## config.mk

```make
export PLATFORM = sky130hd
export DESIGN_NAME = cta_core
export DESIGN_NICKNAME = d
export VERILOG_FILES = /design/src/rtl/cta_pkg.sv /design/src/rtl/cta_core.sv
export SDC_FILE = /design/constraint.sdc
export NUM_CORES = 1
export LEC_CHECK = 0
export ABC_CLOCK_PERIOD_IN_PS = 3300
export BUFFER_PORTS_ARGS = -buffer_cell sky130_fd_sc_hd__buf_2
export CORE_MARGIN = 4
export CORE_UTILIZATION = 35
export CTS_BUF_LIST = sky130_fd_sc_hd__clkbuf_4 sky130_fd_sc_hd__clkbuf_8
export DETAILED_ROUTE_END_ITERATION = 7
export GPL_TIMING_DRIVEN = 0
export SYNTH_ARGS = -nofsm -noshare
export SYNTH_HDL_FRONTEND = slang
export SYNTH_SLANG_ARGS = --single-unit
```

## constraint.sdc

```tcl
create_clock -name clk_i -period 3.3 [get_ports clk_i]
set_input_delay 0.825 -clock clk_i [delete_from_list [all_inputs] [get_ports clk_i]]
set_output_delay 0.825 -clock clk_i [all_outputs]
set_load 0.02 [all_outputs]
```

## src/rtl/cta_pkg.sv

```systemverilog
// Constants, types and helpers of the conversion trigger and alert latch.
// Assumes a 32-bit classic Wishbone slave port and a 200 MHz clock.
//
// Behaviour
// - A high level on the sampled trigger pin starts an ADC conversion.
// - A trigger converts current only, voltage only, both or neither, per the channel-select setting.
// - Conversions keep running while the trigger pin stays high; tie it high if unused.
// - A low-supply lockout holds the block in reset, restarting from reset when it clears.
// - The overcurrent flag is active low, open drain, pulling low while overcurrent is flagged.
// - Overcurrent is judged by the analog comparator or the threshold register, as selected.
// - Once asserted the flag stays latched low until software clears it via alert control.
// - Each address strap decodes to one of four states, giving sixteen slave addresses.
// - The seven-bit slave address has upper bits 011 and lower bits from the straps.

package cta_pkg;

	// ==========================================================
	// Register map (byte offsets)
	localparam logic [7:0] REG_CONVERSION_TRIGGER_PIN_CTRL  = 8'h00;
	localparam logic [7:0] REG_ALERT_CTRL = 8'h04;
	localparam logic [7:0] REG_ALERT_THRESHOLD_REG   = 8'h08;
	localparam logic [7:0] REG_STATUS     = 8'h0C;
	localparam logic [7:0] REG_CURRENT    = 8'h10;
	localparam logic [7:0] REG_VOLTAGE    = 8'h14;
	localparam logic [7:0] REG_IRQ_STAT   = 8'h18;
	localparam logic [7:0] REG_IRQ_MASK   = 8'h1C;

	// ==========================================================
	// Field positions and reset values
	localparam int         CC_CUR      = 0;
	localparam int         CC_VOLT     = 1;
	localparam int         AC_SRC      = 0;
	localparam int         AC_CLR      = 1;
	localparam int         STS_LATCH   = 0;
	localparam int         STS_BUSY    = 1;
	localparam int         STS_CMP     = 2;
	localparam int         STS_ADDR_LO = 8;
	localparam int         IRQ_CUR     = 0;
	localparam int         IRQ_VOLT    = 1;
	localparam int         IRQ_ALERT   = 2;
	localparam int         IRQ_W       = 3;
	localparam int         ADC_W       = 12;
	localparam logic [1:0] CONVERSION_TRIGGER_PIN_RST    = 2'h3;
	localparam logic       SRC_RST     = 1'h0;
	localparam logic [11:0] TH_RST     = 12'hFFF;
	localparam logic [2:0] MASK_RST    = 3'h0;
	localparam logic       CH_CUR      = 1'h0;
	localparam logic       CH_VOLT     = 1'h1;

	// ==========================================================
	// Address straps
	localparam logic [2:0] ADDR_BASE   = 3'h3;
	localparam int         SP_LOW      = 0;
	localparam int         SP_HIGH     = 1;
	localparam int         SP_FLOAT    = 2;
	localparam logic [1:0] ST_GND      = 2'h0;
	localparam logic [1:0] ST_RES      = 2'h1;
	localparam logic [1:0] ST_OPEN     = 2'h2;
	localparam logic [1:0] ST_VDD      = 2'h3;
	localparam logic [3:0] SETTLE_CNT  = 4'h8;

	typedef enum logic [1:0] {CTA_IDLE, CTA_CUR, CTA_VOLT} cta_state_t;

	// Sense bits {float, above high, above low} to a strap state
	function automatic logic [1:0] cta_strap(input logic [2:0] s);
		if (s[SP_FLOAT])
			return ST_OPEN;
		else if (s[SP_HIGH])
			return ST_VDD;
		else if (s[SP_LOW])
			return ST_RES;
		else
			return ST_GND;
	endfunction

	// Byte-lane merge of a Wishbone write
	function automatic logic [31:0] cta_merge(input logic [31:0] o,
		input logic [31:0] n, input logic [3:0] sel);
		logic [31:0] r;
		r = o;
		for (int i = 0; i < 4; i++)
			if (sel[i])
				r[i*8 +: 8] = n[i*8 +: 8];
		return r;
	endfunction

endpackage

```

## src/rtl/cta_core.sv

```systemverilog
// Conversion trigger, channel sequencing, overcurrent latch and strap decode.
// Assumes an ADC core on clk_i that answers adc_start_o with adc_done_i.
//
// Implementation choices: the address map and the Wishbone slave port.
`timescale 1ns/1ps

module cta_core
	import cta_pkg::*;
#(
	parameter int DW = ADC_W
)(
	input  wire logic          clk_i,
	input  wire logic          rst_i,
	input  wire logic          low_supply_lockout_i,
	input  wire logic          conversion_trigger_pin_i,
	input  wire logic          analog_threshold_input_i,
	input  wire logic [2:0]    addr_strap_low_i,
	input  wire logic [2:0]    addr_strap_high_i,
	input  wire logic          adc_done_i,
	input  wire logic [DW-1:0] adc_data_i,
	output logic               adc_start_o,
	output logic               adc_chan_o,
	output logic               overcurrent_flag_n_o,
	output logic               overcurrent_flag_oe_o,
	output logic [6:0]         slave_addr_o,
	output logic               irq_o,
	input  wire logic          wb_cyc_i,
	input  wire logic          wb_stb_i,
	input  wire logic          wb_we_i,
	input  wire logic [7:0]    wb_adr_i,
	input  wire logic [3:0]    wb_sel_i,
	input  wire logic [31:0]   wb_dat_i,
	output logic [31:0]        wb_dat_o,
	output logic               wb_ack_o
);

	// ==========================================================
	// Pin synchronisers
	logic [8:0] s1_q;
	logic [8:0] s2_q;
	logic [8:0] pins;
	logic       lock_s;
	logic       trig_s;
	logic       ana_s;
	logic [2:0] strap_lo_s;
	logic [2:0] strap_hi_s;
	logic       srst;

	assign pins = {addr_strap_high_i, addr_strap_low_i, analog_threshold_input_i,
		conversion_trigger_pin_i, low_supply_lockout_i};

	always_ff @(posedge clk_i)
	begin
		if (rst_i)
		begin
			s1_q <= '0;
			s2_q <= '0;
		end
		else
		begin
			s1_q <= pins;
			s2_q <= s1_q;
		end
	end

	assign lock_s     = s2_q[0];
	assign trig_s     = s2_q[1];
	assign ana_s      = s2_q[2];
	assign strap_lo_s = s2_q[5:3];
	assign strap_hi_s = s2_q[8:6];
	assign srst       = rst_i | lock_s;

	// ==========================================================
	// State
	cta_state_t    st_q, st_d;
	logic [1:0]    conversion_trigger_pin_q, conversion_trigger_pin_d;
	logic          src_q, src_d;
	logic [DW-1:0] th_q, th_d;
	logic [DW-1:0] cur_q, cur_d;
	logic [DW-1:0] volt_q, volt_d;
	logic [IRQ_W-1:0] irq_q, irq_d;
	logic [IRQ_W-1:0] mask_q, mask_d;
	logic          int_q, int_d;
	logic          latch_q, latch_d;
	logic          flag_n_q, flag_n_d;
	logic          oe_q, oe_d;
	logic          start_q, start_d;
	logic          chan_q, chan_d;
	logic          ack_q, ack_d;
	logic [31:0]   dat_q, dat_d;
	logic [6:0]    addr_q, addr_d;
	logic          addr_ok_q, addr_ok_d;
	logic [3:0]    settle_q, settle_d;
	logic          req;
	logic          wr;
	logic          clr_wr;
	logic          over;
	logic [31:0]   rd;
	logic [31:0]   m;

	assign req    = wb_cyc_i & wb_stb_i & ~ack_q;
	assign wr     = wb_cyc_i & wb_stb_i & wb_we_i & ack_q; // Commit at the acknowledging edge
	assign clr_wr = wr && wb_adr_i == REG_ALERT_CTRL && wb_sel_i[0] && wb_dat_i[AC_CLR];
	assign over   = src_q ? (cur_q > th_q) : ana_s;

	// ==========================================================
	// Next state
	always_comb
	begin
		st_d      = st_q;
		conversion_trigger_pin_d    = conversion_trigger_pin_q;
		src_d     = src_q;
		th_d      = th_q;
		cur_d     = cur_q;
		volt_d    = volt_q;
		irq_d     = irq_q;
		mask_d    = mask_q;
		latch_d   = latch_q;
		start_d   = 1'b0;
		chan_d    = chan_q;
		ack_d     = req;
		dat_d     = '0;
		addr_d    = addr_q;
		addr_ok_d = addr_ok_q;
		settle_d  = settle_q;
		rd        = '0;
		m         = '0;

		// Register read
		if (wb_adr_i == REG_CONVERSION_TRIGGER_PIN_CTRL)
			rd[1:0] = conversion_trigger_pin_q;
		else if (wb_adr_i == REG_ALERT_CTRL)
			rd[AC_SRC] = src_q;
		else if (wb_adr_i == REG_ALERT_THRESHOLD_REG)
			rd[DW-1:0] = th_q;
		else if (wb_adr_i == REG_STATUS)
		begin
			rd[STS_LATCH] = latch_q;
			rd[STS_BUSY]  = st_q != CTA_IDLE;
			rd[STS_CMP]   = over;
			rd[STS_ADDR_LO +: 7] = addr_q;
		end
		else if (wb_adr_i == REG_CURRENT)
			rd[DW-1:0] = cur_q;
		else if (wb_adr_i == REG_VOLTAGE)
			rd[DW-1:0] = volt_q;
		else if (wb_adr_i == REG_IRQ_STAT)
			rd[IRQ_W-1:0] = irq_q;
		else if (wb_adr_i == REG_IRQ_MASK)
			rd[IRQ_W-1:0] = mask_q;
		if (req && !wb_we_i)
			dat_d = rd;

		// Register write, unmapped offsets ignored
		m = cta_merge(rd, wb_dat_i, wb_sel_i);
		if (wr)
		begin
			if (wb_adr_i == REG_CONVERSION_TRIGGER_PIN_CTRL)
				conversion_trigger_pin_d = m[1:0];
			else if (wb_adr_i == REG_ALERT_CTRL)
				src_d = m[AC_SRC];
			else if (wb_adr_i == REG_ALERT_THRESHOLD_REG)
				th_d = m[DW-1:0];
			else if (wb_adr_i == REG_IRQ_MASK)
				mask_d = m[IRQ_W-1:0];
		end
		if (req && !wb_we_i && wb_adr_i == REG_IRQ_STAT)
			irq_d = '0;

		// Conversion sequencer
		case (st_q)
			CTA_IDLE:
			begin
				if (trig_s && conversion_trigger_pin_q != 2'h0)
				begin
					start_d = 1'b1;
					if (conversion_trigger_pin_q[CC_CUR])
					begin
						chan_d = CH_CUR;
						st_d   = CTA_CUR;
					end
					else
					begin
						chan_d = CH_VOLT;
						st_d   = CTA_VOLT;
					end
				end
			end
			CTA_CUR:
			begin
				if (adc_done_i)
				begin
					cur_d = adc_data_i;
					irq_d[IRQ_CUR] = 1'b1;
					if (conversion_trigger_pin_q[CC_VOLT])
					begin
						start_d = 1'b1;
						chan_d  = CH_VOLT;
						st_d    = CTA_VOLT;
					end
					else
						st_d = CTA_IDLE;
				end
			end
			CTA_VOLT:
			begin
				if (adc_done_i)
				begin
					volt_d = adc_data_i;
					irq_d[IRQ_VOLT] = 1'b1;
					st_d = CTA_IDLE;
				end
			end
			default:
				st_d = CTA_IDLE;
		endcase

		// Overcurrent latch, a set beats a clear
		if (clr_wr)
			latch_d = 1'b0;
		if (over)
			latch_d = 1'b1;
		if (over && !latch_q)
			irq_d[IRQ_ALERT] = 1'b1;

		flag_n_d = ~latch_d;
		oe_d     = latch_d;
		int_d    = |(irq_d & mask_d);

		// Strap capture once the synchronisers settle
		if (!addr_ok_q)
		begin
			settle_d = settle_q + 4'h1;
			if (settle_q == SETTLE_CNT)
			begin
				addr_d    = {ADDR_BASE, cta_strap(strap_hi_s), cta_strap(strap_lo_s)};
				addr_ok_d = 1'b1;
			end
		end
	end

	// ==========================================================
	// Registers
	always_ff @(posedge clk_i)
	begin
		if (srst)
		begin
			st_q      <= CTA_IDLE;
			conversion_trigger_pin_q    <= CONVERSION_TRIGGER_PIN_RST;
			src_q     <= SRC_RST;
			th_q      <= TH_RST;
			cur_q     <= '0;
			volt_q    <= '0;
			irq_q     <= '0;
			mask_q    <= MASK_RST;
			int_q     <= 1'b0;
			latch_q   <= 1'b0;
			flag_n_q  <= 1'b1;
			oe_q      <= 1'b0;
			start_q   <= 1'b0;
			chan_q    <= CH_CUR;
			ack_q     <= 1'b0;
			dat_q     <= '0;
			addr_q    <= '0;
			addr_ok_q <= 1'b0;
			settle_q  <= '0;
		end
		else
		begin
			st_q      <= st_d;
			conversion_trigger_pin_q    <= conversion_trigger_pin_d;
			src_q     <= src_d;
			th_q      <= th_d;
			cur_q     <= cur_d;
			volt_q    <= volt_d;
			irq_q     <= irq_d;
			mask_q    <= mask_d;
			int_q     <= int_d;
			latch_q   <= latch_d;
			flag_n_q  <= flag_n_d;
			oe_q      <= oe_d;
			start_q   <= start_d;
			chan_q    <= chan_d;
			ack_q     <= ack_d;
			dat_q     <= dat_d;
			addr_q    <= addr_d;
			addr_ok_q <= addr_ok_d;
			settle_q  <= settle_d;
		end
	end

	assign adc_start_o           = start_q;
	assign adc_chan_o            = chan_q;
	assign overcurrent_flag_n_o  = flag_n_q;
	assign overcurrent_flag_oe_o = oe_q;
	assign slave_addr_o          = addr_q;
	assign irq_o                 = int_q;
	assign wb_dat_o              = dat_q;
	assign wb_ack_o              = ack_q;

	// ==========================================================
	// Assertions
	a_trig_start: assert property (@(posedge clk_i) disable iff (srst)
		(st_q == CTA_IDLE && trig_s && conversion_trigger_pin_q != 2'h0) |=> adc_start_o)
		else $error("trigger did not start a conversion");
	a_chan_volt: assert property (@(posedge clk_i) disable iff (srst)
		(st_q == CTA_IDLE && trig_s && conversion_trigger_pin_q == 2'h2) |=> (adc_chan_o == CH_VOLT))
		else $error("voltage-only select converted the wrong channel");
	a_no_trig: assert property (@(posedge clk_i) disable iff (srst)
		(st_q == CTA_IDLE && !trig_s) |=> !adc_start_o)
		else $error("conversion started without trigger");
	a_lock_reset: assert property (@(posedge clk_i)
		lock_s |=> (st_q == CTA_IDLE && !latch_q && !adc_start_o))
		else $error("lockout did not hold reset state");
	a_flag_drive: assert property (@(posedge clk_i) disable iff (srst)
		overcurrent_flag_oe_o == latch_q && overcurrent_flag_n_o == !latch_q)
		else $error("flag pin not following latch");
	a_digital_src: assert property (@(posedge clk_i) disable iff (srst)
		(src_q && cur_q > th_q) |=> latch_q)
		else $error("digital threshold did not set latch");
	a_latch_hold: assert property (@(posedge clk_i) disable iff (srst)
		(latch_q && !clr_wr) |=> latch_q)
		else $error("latch dropped without clear");
	a_latch_set: assert property (@(posedge clk_i) disable iff (srst)
		(over && !latch_q) |=> (latch_q && !overcurrent_flag_n_o))
		else $error("latch not set on first overcurrent cycle");
	a_addr_base: assert property (@(posedge clk_i) disable iff (srst)
		addr_ok_q |-> (slave_addr_o[6:4] == ADDR_BASE))
		else $error("slave address base bits wrong");
	a_addr_stable: assert property (@(posedge clk_i) disable iff (srst)
		(addr_ok_q && $past(addr_ok_q)) |-> $stable(slave_addr_o))
		else $error("slave address changed after capture");
	a_result_hold: assert property (@(posedge clk_i) disable iff (srst)
		(st_q == CTA_CUR && adc_done_i) |=> (cur_q == $past(adc_data_i)))
		else $error("current result not stored");
	a_ack_pulse: assert property (@(posedge clk_i) disable iff (srst)
		wb_ack_o |=> !wb_ack_o)
		else $error("ack held over two cycles");
endmodule // cta_core

```

==> results of run 1 <==
-- final timing paths --
kind,startpoint,endpoint,slack (ns)
worst max register to register,th_q[7]$_SDFFE_PP1P_,irq_o$_SDFF_PP0_,1.00
worst min-delay path,s1_q[7]$_SDFF_PP0_,s2_q[7]$_SDFF_PP0_,0.45
worst max-delay path,wb_adr_i[2],irq_o$_SDFF_PP0_,0.80
worst min register to register,s1_q[7]$_SDFF_PP0_,s2_q[7]$_SDFF_PP0_,0.45
-- area by class of cell --
| class | count | area share [%] |
|---|---|---|
| multi-input cells | 349 | 40.87 |
| repair buffers | 72 | 7.125 |
| well taps | 143 | 3.538 |
| plain buffers | 48 | 5.789 |
| inverters | 21 | 1.559 |
| flip-flops and latches | 94 | 37.21 |
| clock buffers | 9 | 2.449 |
| clock inverters | 7 | 1.460 |
-- kinds of logic (layout without fill, tap and decap cells) --
kind of cell	after synthesis	after routing	synth area share, %
and+or+nand+nor	185	185	21.04
AOI/OAI and AO/OA	116	116	17.68
DFF	94	94	44.25
buffers and inverters	69	157	8.738
adders and majority gates	14	14	4.119
muxes	13	13	3.678
xor gates and xnor gates	2	2	0.4120
other	1	19	0.08818
-- synthesized netlist by cell type, drive strengths merged (3+ instances only) --
cell type  number  area, um^2
dfxtp          94        1882
nand2          80       302.8
a21oi          51       255.2
nor2           35       147.6
buf            32       232.7
nor2b          24       150.1
inv            21       78.83
o21ai          18       90.09
clkbuf         16       60.06
ha             14       175.2
nor3           12       60.06
mux2i          10       100.1
and2            6       41.30
a221oi          5       43.79
a222oi          5       50.05
o211ai          5       37.54
o21a            5       37.54
nand3           4       20.02
nand4           4       25.02
o31ai           4       30.03
a21o            3       22.52
nand2b          3       18.77
o311ai          3       26.28
or3             3       18.77
-- worst register-to-register path: cells and delay by family, from the launching register on --
family	cells	cell delay [ns]
AOI/OAI and AO/OA	6	1.41
adders and majority gates	1	0.32
buffers and inverters	1	0.06
DFF	1	0.38
-- flip-flops by register name (all words and copies together) (netlist names), 4 cells and up --
signal	cells
cur_q	12
s1_q	9
s2_q	9
settle_q	4
slave_addr_o	5
th_q	12
volt_q	12
wb_dat_o	13
-- power groups by stage --
stage                     sequential [W]  combinational [W]  clock (W)
after CTS                        0.00117           0.000209   0.000780
after global routing             0.00118           0.000232   0.000828
after global placement           0.00120           0.000207          0
final                            0.00117           0.000209   0.000771
after floorplan                  0.00120           0.000131          0
after detailed placement         0.00120           0.000208          0
-- per-layer routing --
layer / vias up / part of all wire [%] / GRT usage, %
met5: - / 0 / 0
met4: 0 / 2.8 / 7.033
met3: 24 / 6.0 / 3.056
met2: 134 / 45 / 26.87
met1: 1665 / 46 / 21.45
li1: 1872 / - / -
-- metrics by stage --
stage | util (%) | hold slack (ns) | worst slack (ns) | total power, W
finish | 43.36 | 0.4468 | 0.7973 | 0.002153
global route | 43.36 | 0.4723 | 0.6692 | 0.002236
CTS | 43.36 | 0.4512 | 0.8136 | 0.002162
detailed placement | 41.67 | 0.4252 | 0.4199 | 0.001408
global placement | 41.67 | 0.4244 | 0.3931 | 0.001405
floorplan | - | 0.4138 | 0.7864 | 0.001330
-- placed cells by master (no fill, tap or decap), types with 14 or more instances in the layout --
| cell type | netlist | layout |
|---|---|---|
| clkbuf_1 | 16 | 16 |
| nor2b_1 | 24 | 24 |
| conb_1 | 1 | 19 |
| a21oi_1 | 51 | 51 |
| ha_1 | 14 | 14 |
| buf_4 | 22 | 22 |
| buf_2 | 3 | 75 |
| o21ai_0 | 14 | 14 |
| dfxtp_1 | 94 | 94 |
| nand2_1 | 79 | 79 |
| nor2_1 | 34 | 34 |
| inv_1 | 21 | 21 |
==> metrics.yaml, run 1 <==
status: "finished clean"
hold_buffers: 0
timing.fmax_mhz: 399.6
slew_viol_final: 0
dieArea_um2: 13980
synth_flop_cell: "dfxtp_1"
ant_nets: 0
ys_seq_elements: 94
hold_viol: 0
drive_gt1_share_pct: 21.67
worstPathCellList: "buf_2, buf_1, mux2_2, o22ai_1, a21oi_1, a22o_2, mux2i_1, o221ai_2"
finalCriticalPeriod_ns: 2.503
layout.nets: 680
tns_ns: 0
place.gp.congestion: 0.9164
grt_pass1_vias: 3564
viasPerCell: 4.973
io_buffers: 72
first_pass_iters: 7
p_per_area_nw_per_um2: 425.8
yosys_warnings: 0
grt_overflow: 0
swShare_pct: 28.54
cap_violations: 0
end_kind: "flip-flop"
cp_top_family: "compound AO/OA/AOI/OAI gates"
timing_worst_setup_path_type: "in -> reg"
rsz0062_at_grt: "no"
drt_iter0_markers: 163
grt_max_degree: 20
avgSynthCellArea_um2: 8.609
num_io_pins: 116
synth_edf_count: 0
power.net_switching_w: 0.0006145
finalClockSkew_ns: 0.01255
wl_per_cell_um: 15.54
clockPowerShare_pct: 35.8
p_leak_nw: 2.272
vias: 3695
min_path_type: "reg -> reg"
post_synth_num_cell_types: 63
hpwl_um: 8892
placed_cells: 727
cts_made_buffers: 9
final_cells: 743
crit_cells: 8
synthArstFlopShare_pct: 0
seq_area_frac_synth_pct: 44.25
worstPathRequired_ns: 3.54
cp_num_buf_inv: 2
ctsResizeCount: 0
cp_slowest_cell: "buf_1"
root_buffer: "clkbuf_8"
max-vdd-ir-drop_v: 0.0001729
areaGrowthSynthToFinish_pct: 18.92
antenna_found_initial: 0
route.detailed.drc: 0
post_cts_buffers: 0
stdcell_area_um2: 5057
tritoncts: "done"
seq_area_um2: 1882
fillers: 1190
multi_input_area_um2: 2067
drt_wl_total_um: 11550
grt_pass1_wl_um: 18440
sequentialPowerShare_pct: 54.5
hold_path_depth: 1
start_util_pct: 36.47
fp.coreArea_um2: 11660
fin_crit_sh_pct: 75.84
comb_power_share_pct: 9.7
clk_pin_slew_worst_paths_ns: 0.11
startpoint_type: "primary input"
place_area_um2: 4860
die_y_um: 118.2
cp.arrival_ns: 2.75
worst_slew_pin_slew_ns: 0.6630
setup_viol_count_final: 0
synth_cells: 494
die_x_um: 118.2
cts-htree-levels: 3
cts_sinks: 94
row_count: 39
antenna_cells: 0
r2r_cells: 8
synth_area_um2: 4253
cpPeakStageDelay_ns: 0.39
track_usage_pct: 16.49
clk_latency_ns: 0.38
power.internal_w: 0.001539
critPathMaxFanout: 10
max-slew-margin-rel_pct: 55.18
clockBufferDepth: 2
No activity file was read; power rests on OpenSTA's default activity.
==> run 2, diff against run 1 <==
--- a/config.mk
+++ b/config.mk
@@ -5,7 +5,7 @@
 export SDC_FILE = /design/constraint.sdc
 export NUM_CORES = 1
 export LEC_CHECK = 0
-export ABC_CLOCK_PERIOD_IN_PS = 3300
+export ABC_CLOCK_PERIOD_IN_PS = 2050
 export BUFFER_PORTS_ARGS = -buffer_cell sky130_fd_sc_hd__buf_2
 export CORE_MARGIN = 4
 export CORE_UTILIZATION = 35
==> constraint.sdc (replaced) <==
create_clock -name clk_i -period 2.05 [get_ports clk_i]
set_input_delay 0.5125 -clock clk_i [delete_from_list [all_inputs] [get_ports clk_i]]
set_output_delay 0.5125 -clock clk_i [all_outputs]
set_load 0.02 [all_outputs]
==> metrics.yaml, run 2 (synthesis results as in run 1) <==
status: "finished clean"
start_util_pct: 36.47
row_count: 39
rsz0062_at_grt: "yes"
hold_ws_ns: 0.3327
finalCriticalPeriod_ns: 2.023
tritoncts: "done"
antenna_cells: 0
drt_wl_total_um: 11630
hold_end: "s1_q[2]$_SDFF_PP0_"
grt_overflow: 0
seq_area_um2: 1887
placed_cells: 727
cts_made_buffers: 9
layout_commonest_cell: "dfxtp_1"
power.total_w: 0.003456
antenna_found_initial: 0
final_cells: 749
setup_viol_count_final: 0
root_buffer: "clkbuf_8"
hold_path_depth: 2
r2r_slack_ns: 0.07
worstReg2RegEnd: "irq_o$_SDFF_PP0_"
utilization_pct: 45.08
reg2reg_from: "th_q[7]$_SDFFE_PP1P_"
p_per_area_nw_per_um2: 657.3
grt_pass1_vias: 3591
die_x_um: 118.2
final_cell_mix: "dfxtp_1, nand2_1, buf_2"
max-vdd-ir-drop_v: 0.0002765
multi_input_area_um2: 2196
die_y_um: 118.2
cap_violations: 0
min_path_type: "in -> reg"
track_usage_pct: 16.74
worstPathRequired_ns: 2.36
drive_gt1_share_pct: 26.57
ant_nets: 0
min_from: "analog_threshold_input_i"
cts-htree-levels: 3
first_pass_iters: 7
timing_worst_setup_path_type: "in -> reg"
slew_viol_final: 0
wl_per_cell_um: 15.53
dieArea_um2: 13980
hpwl_um: 8784
cts_sinks: 94
r2r_cells: 8
clk_pin_slew_worst_paths_ns: 0.11
drt_iter0_markers: 174
grt_max_degree: 20
fillers: 1168
place.gp.congestion: 0.9207
cp.arrival_ns: 2.33
grt_pass1_wl_um: 18510
critPathMaxFanout: 6
largest_register_ff_count: 13
layout.nets: 686
end_kind: "flip-flop"
clk_latency_ns: 0.38
worst_slew_pin_slew_ns: 0.7279
clockBufferDepth: 2
p_leak_nw: 2.335
fp.coreArea_um2: 11660
route.detailed.drc: 0
fin_crit_sh_pct: 98.66
areaGrowthSynthToFinish_pct: 23.62
hold_viol: 0
finalClockSkew_ns: 0.01532
io_buffers: 72
place_area_um2: 4871
stdcell_area_um2: 5258
startpoint_type: "primary input"
max-slew-margin-rel_pct: 51.47
timing.fmax_mhz: 494.4
vias: 3756
num_io_pins: 116
viasPerCell: 5.015
[run 2: repair_timing]
item	4_1_cts	5_1_grt
setup endpoints to repair	9	17
buffers inserted	2	6
pin swaps	3	11
resized for setup	7	25
gates cloned	0	0
hold buffers	0	0
[run 2: power breakdown]
| group | internal (W) | switching [W] |
|---|---|---|
| Sequential | 0.00186 | 0.0000245 |
| Clock | 0.000481 | 0.000738 |
| Combinational | 0.000139 | 0.000209 |
| Total | 0.00248 | 0.000972 |
[run 2: routing by layer]
metal / routed length [um] / share of wire, % / global-route usage, % / up-vias
met2: 5254 / 45 / 26.40 / 123
met5: 0 / 0 / 0 / -
li1: - / - / - / 1879
met1: 5458 / 47 / 22.59 / 1739
met4: 245 / 2.1 / 7.326 / 0
met3: 670 / 5.8 / 2.818 / 15
[run 2: cell type report]
cell class                 instances  share of cell area, %
multi-input combinational        349                  41.77
timing repair buffer              80                  8.472
sequential                        94                  35.89
tap                              143                  3.403
inverter                          21                  1.499
clock buffer                       9                  2.356
clock inverter                     7                  1.380
buffer                            46                  5.236
[run 2: stage by stage]
stage | setup slack, ns | TNS [ns]
floorplan | -0.1502 | -1.045
finish | 0.02739 | 0
detailed placement | -0.4755 | -10.13
global route | -0.02195 | -0.05173
global placement | -0.4919 | -9.748
CTS | 0.007087 | 0
[run 2: how the worst max path moves through the flow]
stage                     slack [ns]  cells after the start                                to         from
final                           0.03                      8              th_q[4]$_SDFFE_PP1P_  wb_adr_i[4]
after global routing           -0.02                      8              th_q[3]$_SDFFE_PP1P_  wb_adr_i[4]
after CTS                      0.007                      7  overcurrent_flag_oe_o$_SDFF_PP0_  wb_adr_i[7]
after detailed placement       -0.48                      7                  irq_o$_SDFF_PP0_  wb_adr_i[2]
after global placement         -0.49                      8                  irq_o$_SDFF_PP0_  wb_adr_i[2]
after floorplan                -0.15                      8             th_q[10]$_SDFFE_PP1P_  wb_adr_i[7]
[run 2: worst max-delay path, stage by stage]
cell      delay, ns
buf_6          0.09
or4_4          0.53
or3_4          0.48
nor2_8         0.17
buf_12         0.12
a222oi_1       0.10
o21a_1         0.21
o21ai_1        0.10
==> run 3, diff against run 2 <==
--- a/config.mk
+++ b/config.mk
@@ -5,13 +5,14 @@
 export SDC_FILE = /design/constraint.sdc
 export NUM_CORES = 1
 export LEC_CHECK = 0
-export ABC_CLOCK_PERIOD_IN_PS = 2050
+export ABC_CLOCK_PERIOD_IN_PS = 1750
 export BUFFER_PORTS_ARGS = -buffer_cell sky130_fd_sc_hd__buf_2
 export CORE_MARGIN = 4
 export CORE_UTILIZATION = 35
 export CTS_BUF_LIST = sky130_fd_sc_hd__clkbuf_4 sky130_fd_sc_hd__clkbuf_8
 export DETAILED_ROUTE_END_ITERATION = 7
 export GPL_TIMING_DRIVEN = 0
+export PLACE_DENSITY_LB_ADDON = 0.05
 export SYNTH_ARGS = -nofsm -noshare
 export SYNTH_HDL_FRONTEND = slang
 export SYNTH_SLANG_ARGS = --single-unit
==> constraint.sdc (replaced) <==
create_clock -name clk_i -period 1.75 [get_ports clk_i]
set_input_delay 0.4375 -clock clk_i [delete_from_list [all_inputs] [get_ports clk_i]]
set_output_delay 0.4375 -clock clk_i [all_outputs]
set_load 0.02 [all_outputs]
==> metrics.yaml, run 3 (synthesis results as in run 1) <==
status: "finished with violations"
failed_checks: "setup timing"
die_y_um: 118.2
layout.nets: 700
p_leak_nw: 2.424
worstPathCellList: "inv_2, ha_4, a21oi_2, o21ai_2, a221oi_4, a211oi_2, a221oi_2, o221ai_2"
drt_wl_total_um: 12540
grt_use_met1_pct: 23.65
drive_gt1_share_pct: 34.35
cp_slowest_cell: "dfxtp_2"
grtUsageMet3_pct: 3.295
grt_max_degree: 17
cp.arrival_ns: 2.22
route.detailed.drc: 0
drt_iter0_markers: 223
fillers: 1175
track_usage_pct: 18.05
worst_slew_pin_slew_ns: 0.7812
areaGrowthSynthToFinish_pct: 31.98
antenna_cells: 0
timing.final.ws_setup_ns: -0.2047
critPathMaxFanout: 3
hold_ws_ns: 0.2617
antenna_found_initial: 0
p_per_area_nw_per_um2: 716.7
wl_per_cell_um: 16.43
timing.fmax_mhz: 511.6
ant_nets: 0
io_buffers: 72
met2_usage_pct: 29.58
start_util_pct: 36.47
grt_pass1_vias: 3873
grt-busiest-layer: "met2"
min_path_type: "in -> reg"
cts_made_buffers: 9
finalClockSkew_ns: 0.01291
final_cells: 763
slew_viol_final: 0
hpwl_um: 9021
clk_latency_ns: 0.38
clk_pin_slew_worst_paths_ns: 0.10
viasPerCell: 5.001
timing_worst_setup_path_type: "reg -> reg"
num_io_pins: 116
hold_buffers: 0
setup_viol_count_final: 23
finalCriticalPeriod_ns: 1.955
fp.coreArea_um2: 11660
cts-htree-levels: 3
row_count: 39
cap_violations: 0
final_cell_mix: "dfxtp_1, nand2_1, buf_2"
cpPeakStageDelay_ns: 0.36
place.gp.congestion: 0.8478
fin_crit_sh_pct: 111.7
dieArea_um2: 13980
clockBufferDepth: 2
worstPathRequired_ns: 2.02
end_kind: "flip-flop"
grt_pass1_wl_um: 19960
tritoncts: "done"
largest_register_ff_count: 13
max-slew-margin-rel_pct: 47.73
startpoint_type: "flip-flop"
placed_cells: 727
first_pass_iters: 4
hold_viol: 0
die_x_um: 118.2
root_buffer: "clkbuf_8"
grt_overflow: 0
pre_cts_ws_ns: -0.7585
max-vdd-ir-drop_v: 0.0004535
layout_commonest_cell: "dfxtp_1"
rsz0062_at_grt: "yes"
cts_sinks: 94
vias: 3816
## run 3: cell types whose count changed in the layout (fill, tap and decap cells not counted), sizes merged
cell    delta
and2       +1
clkinv     +3
inv        -4
buf       +12
clkbuf     +2
## run 3: through the flow
step | TNS (ns) | util (%) | area [um^2] | total power, W
floorplan | -5.556 | - | 4358 | 0.002514
global placement | -24.98 | 41.99 | 4897 | 0.002662
detailed placement | -25.72 | 41.99 | 4897 | 0.002666
CTS | -1.834 | 46.80 | 5458 | 0.004046
global route | -3.942 | 48.13 | 5613 | 0.004194
finish | -2.680 | 48.13 | 5613 | 0.004023
## run 3: where the power goes
| part | leakage [nW] | internal (W) | switching, W |
|---|---|---|---|
| Sequential | 0.761 | 0.00218 | 0.0000289 |
| Combinational | 1.57 | 0.000182 | 0.000263 |
| Clock | 0.0903 | 0.000543 | 0.000822 |
## run 3: layout make-up
| type | count | area (um^2) | area share (%) |
|---|---|---|---|
| plain buffers | 47 | 311.5 | 5.551 |
| clock buffers | 10 | 131.4 | 2.341 |
| clock inverters | 6 | 47.55 | 0.8471 |
| inverters | 21 | 78.83 | 1.404 |
| multi-input cells | 350 | 2382 | 42.44 |
| flip-flops and latches | 94 | 1897 | 33.79 |
| well taps | 143 | 178.9 | 3.188 |
| repair buffers | 92 | 585.6 | 10.43 |
## run 3: worst paths after layout
| check | cells past startpoint | end | startpoint | slack, ns |
|---|---|---|---|---|
| max | 8 | irq_o$_SDFF_PP0_ | th_q[7]$_SDFFE_PP1P_ | -0.20 |
| min | 2 | s1_q[8]$_SDFF_PP0_ | addr_strap_high_i[2] | 0.26 |
| min reg2reg | 1 | s2_q[4]$_SDFF_PP0_ | s1_q[4]$_SDFF_PP0_ | 0.44 |
| max reg2reg | 8 | irq_o$_SDFF_PP0_ | th_q[7]$_SDFFE_PP1P_ | -0.20 |
## run 3: repair_timing
action                     in CTS  in global routing
gates cloned                    1                  1
setup buffers                  14                  5
resized for setup              56                 30
pin swaps                      16                 13
setup endpoints to repair      47                 39
## run 3: routing by layer
layer / vias to the layer above / wire length, um
li1: 1912 / -
met1: 1794 / 5848
met2: 92 / 5910
met3: 18 / 534
met4: 0 / 246
met5: - / 0
## run 3: critical path, delay by kind of cell (launching register included)
| kind | cells | cell delay [ns] |
|---|---|---|
| AOI/OAI and AO/OA | 6 | 1.19 |
| adders and majority gates | 1 | 0.24 |
| buffers and inverters | 1 | 0.05 |
| DFF | 1 | 0.36 |
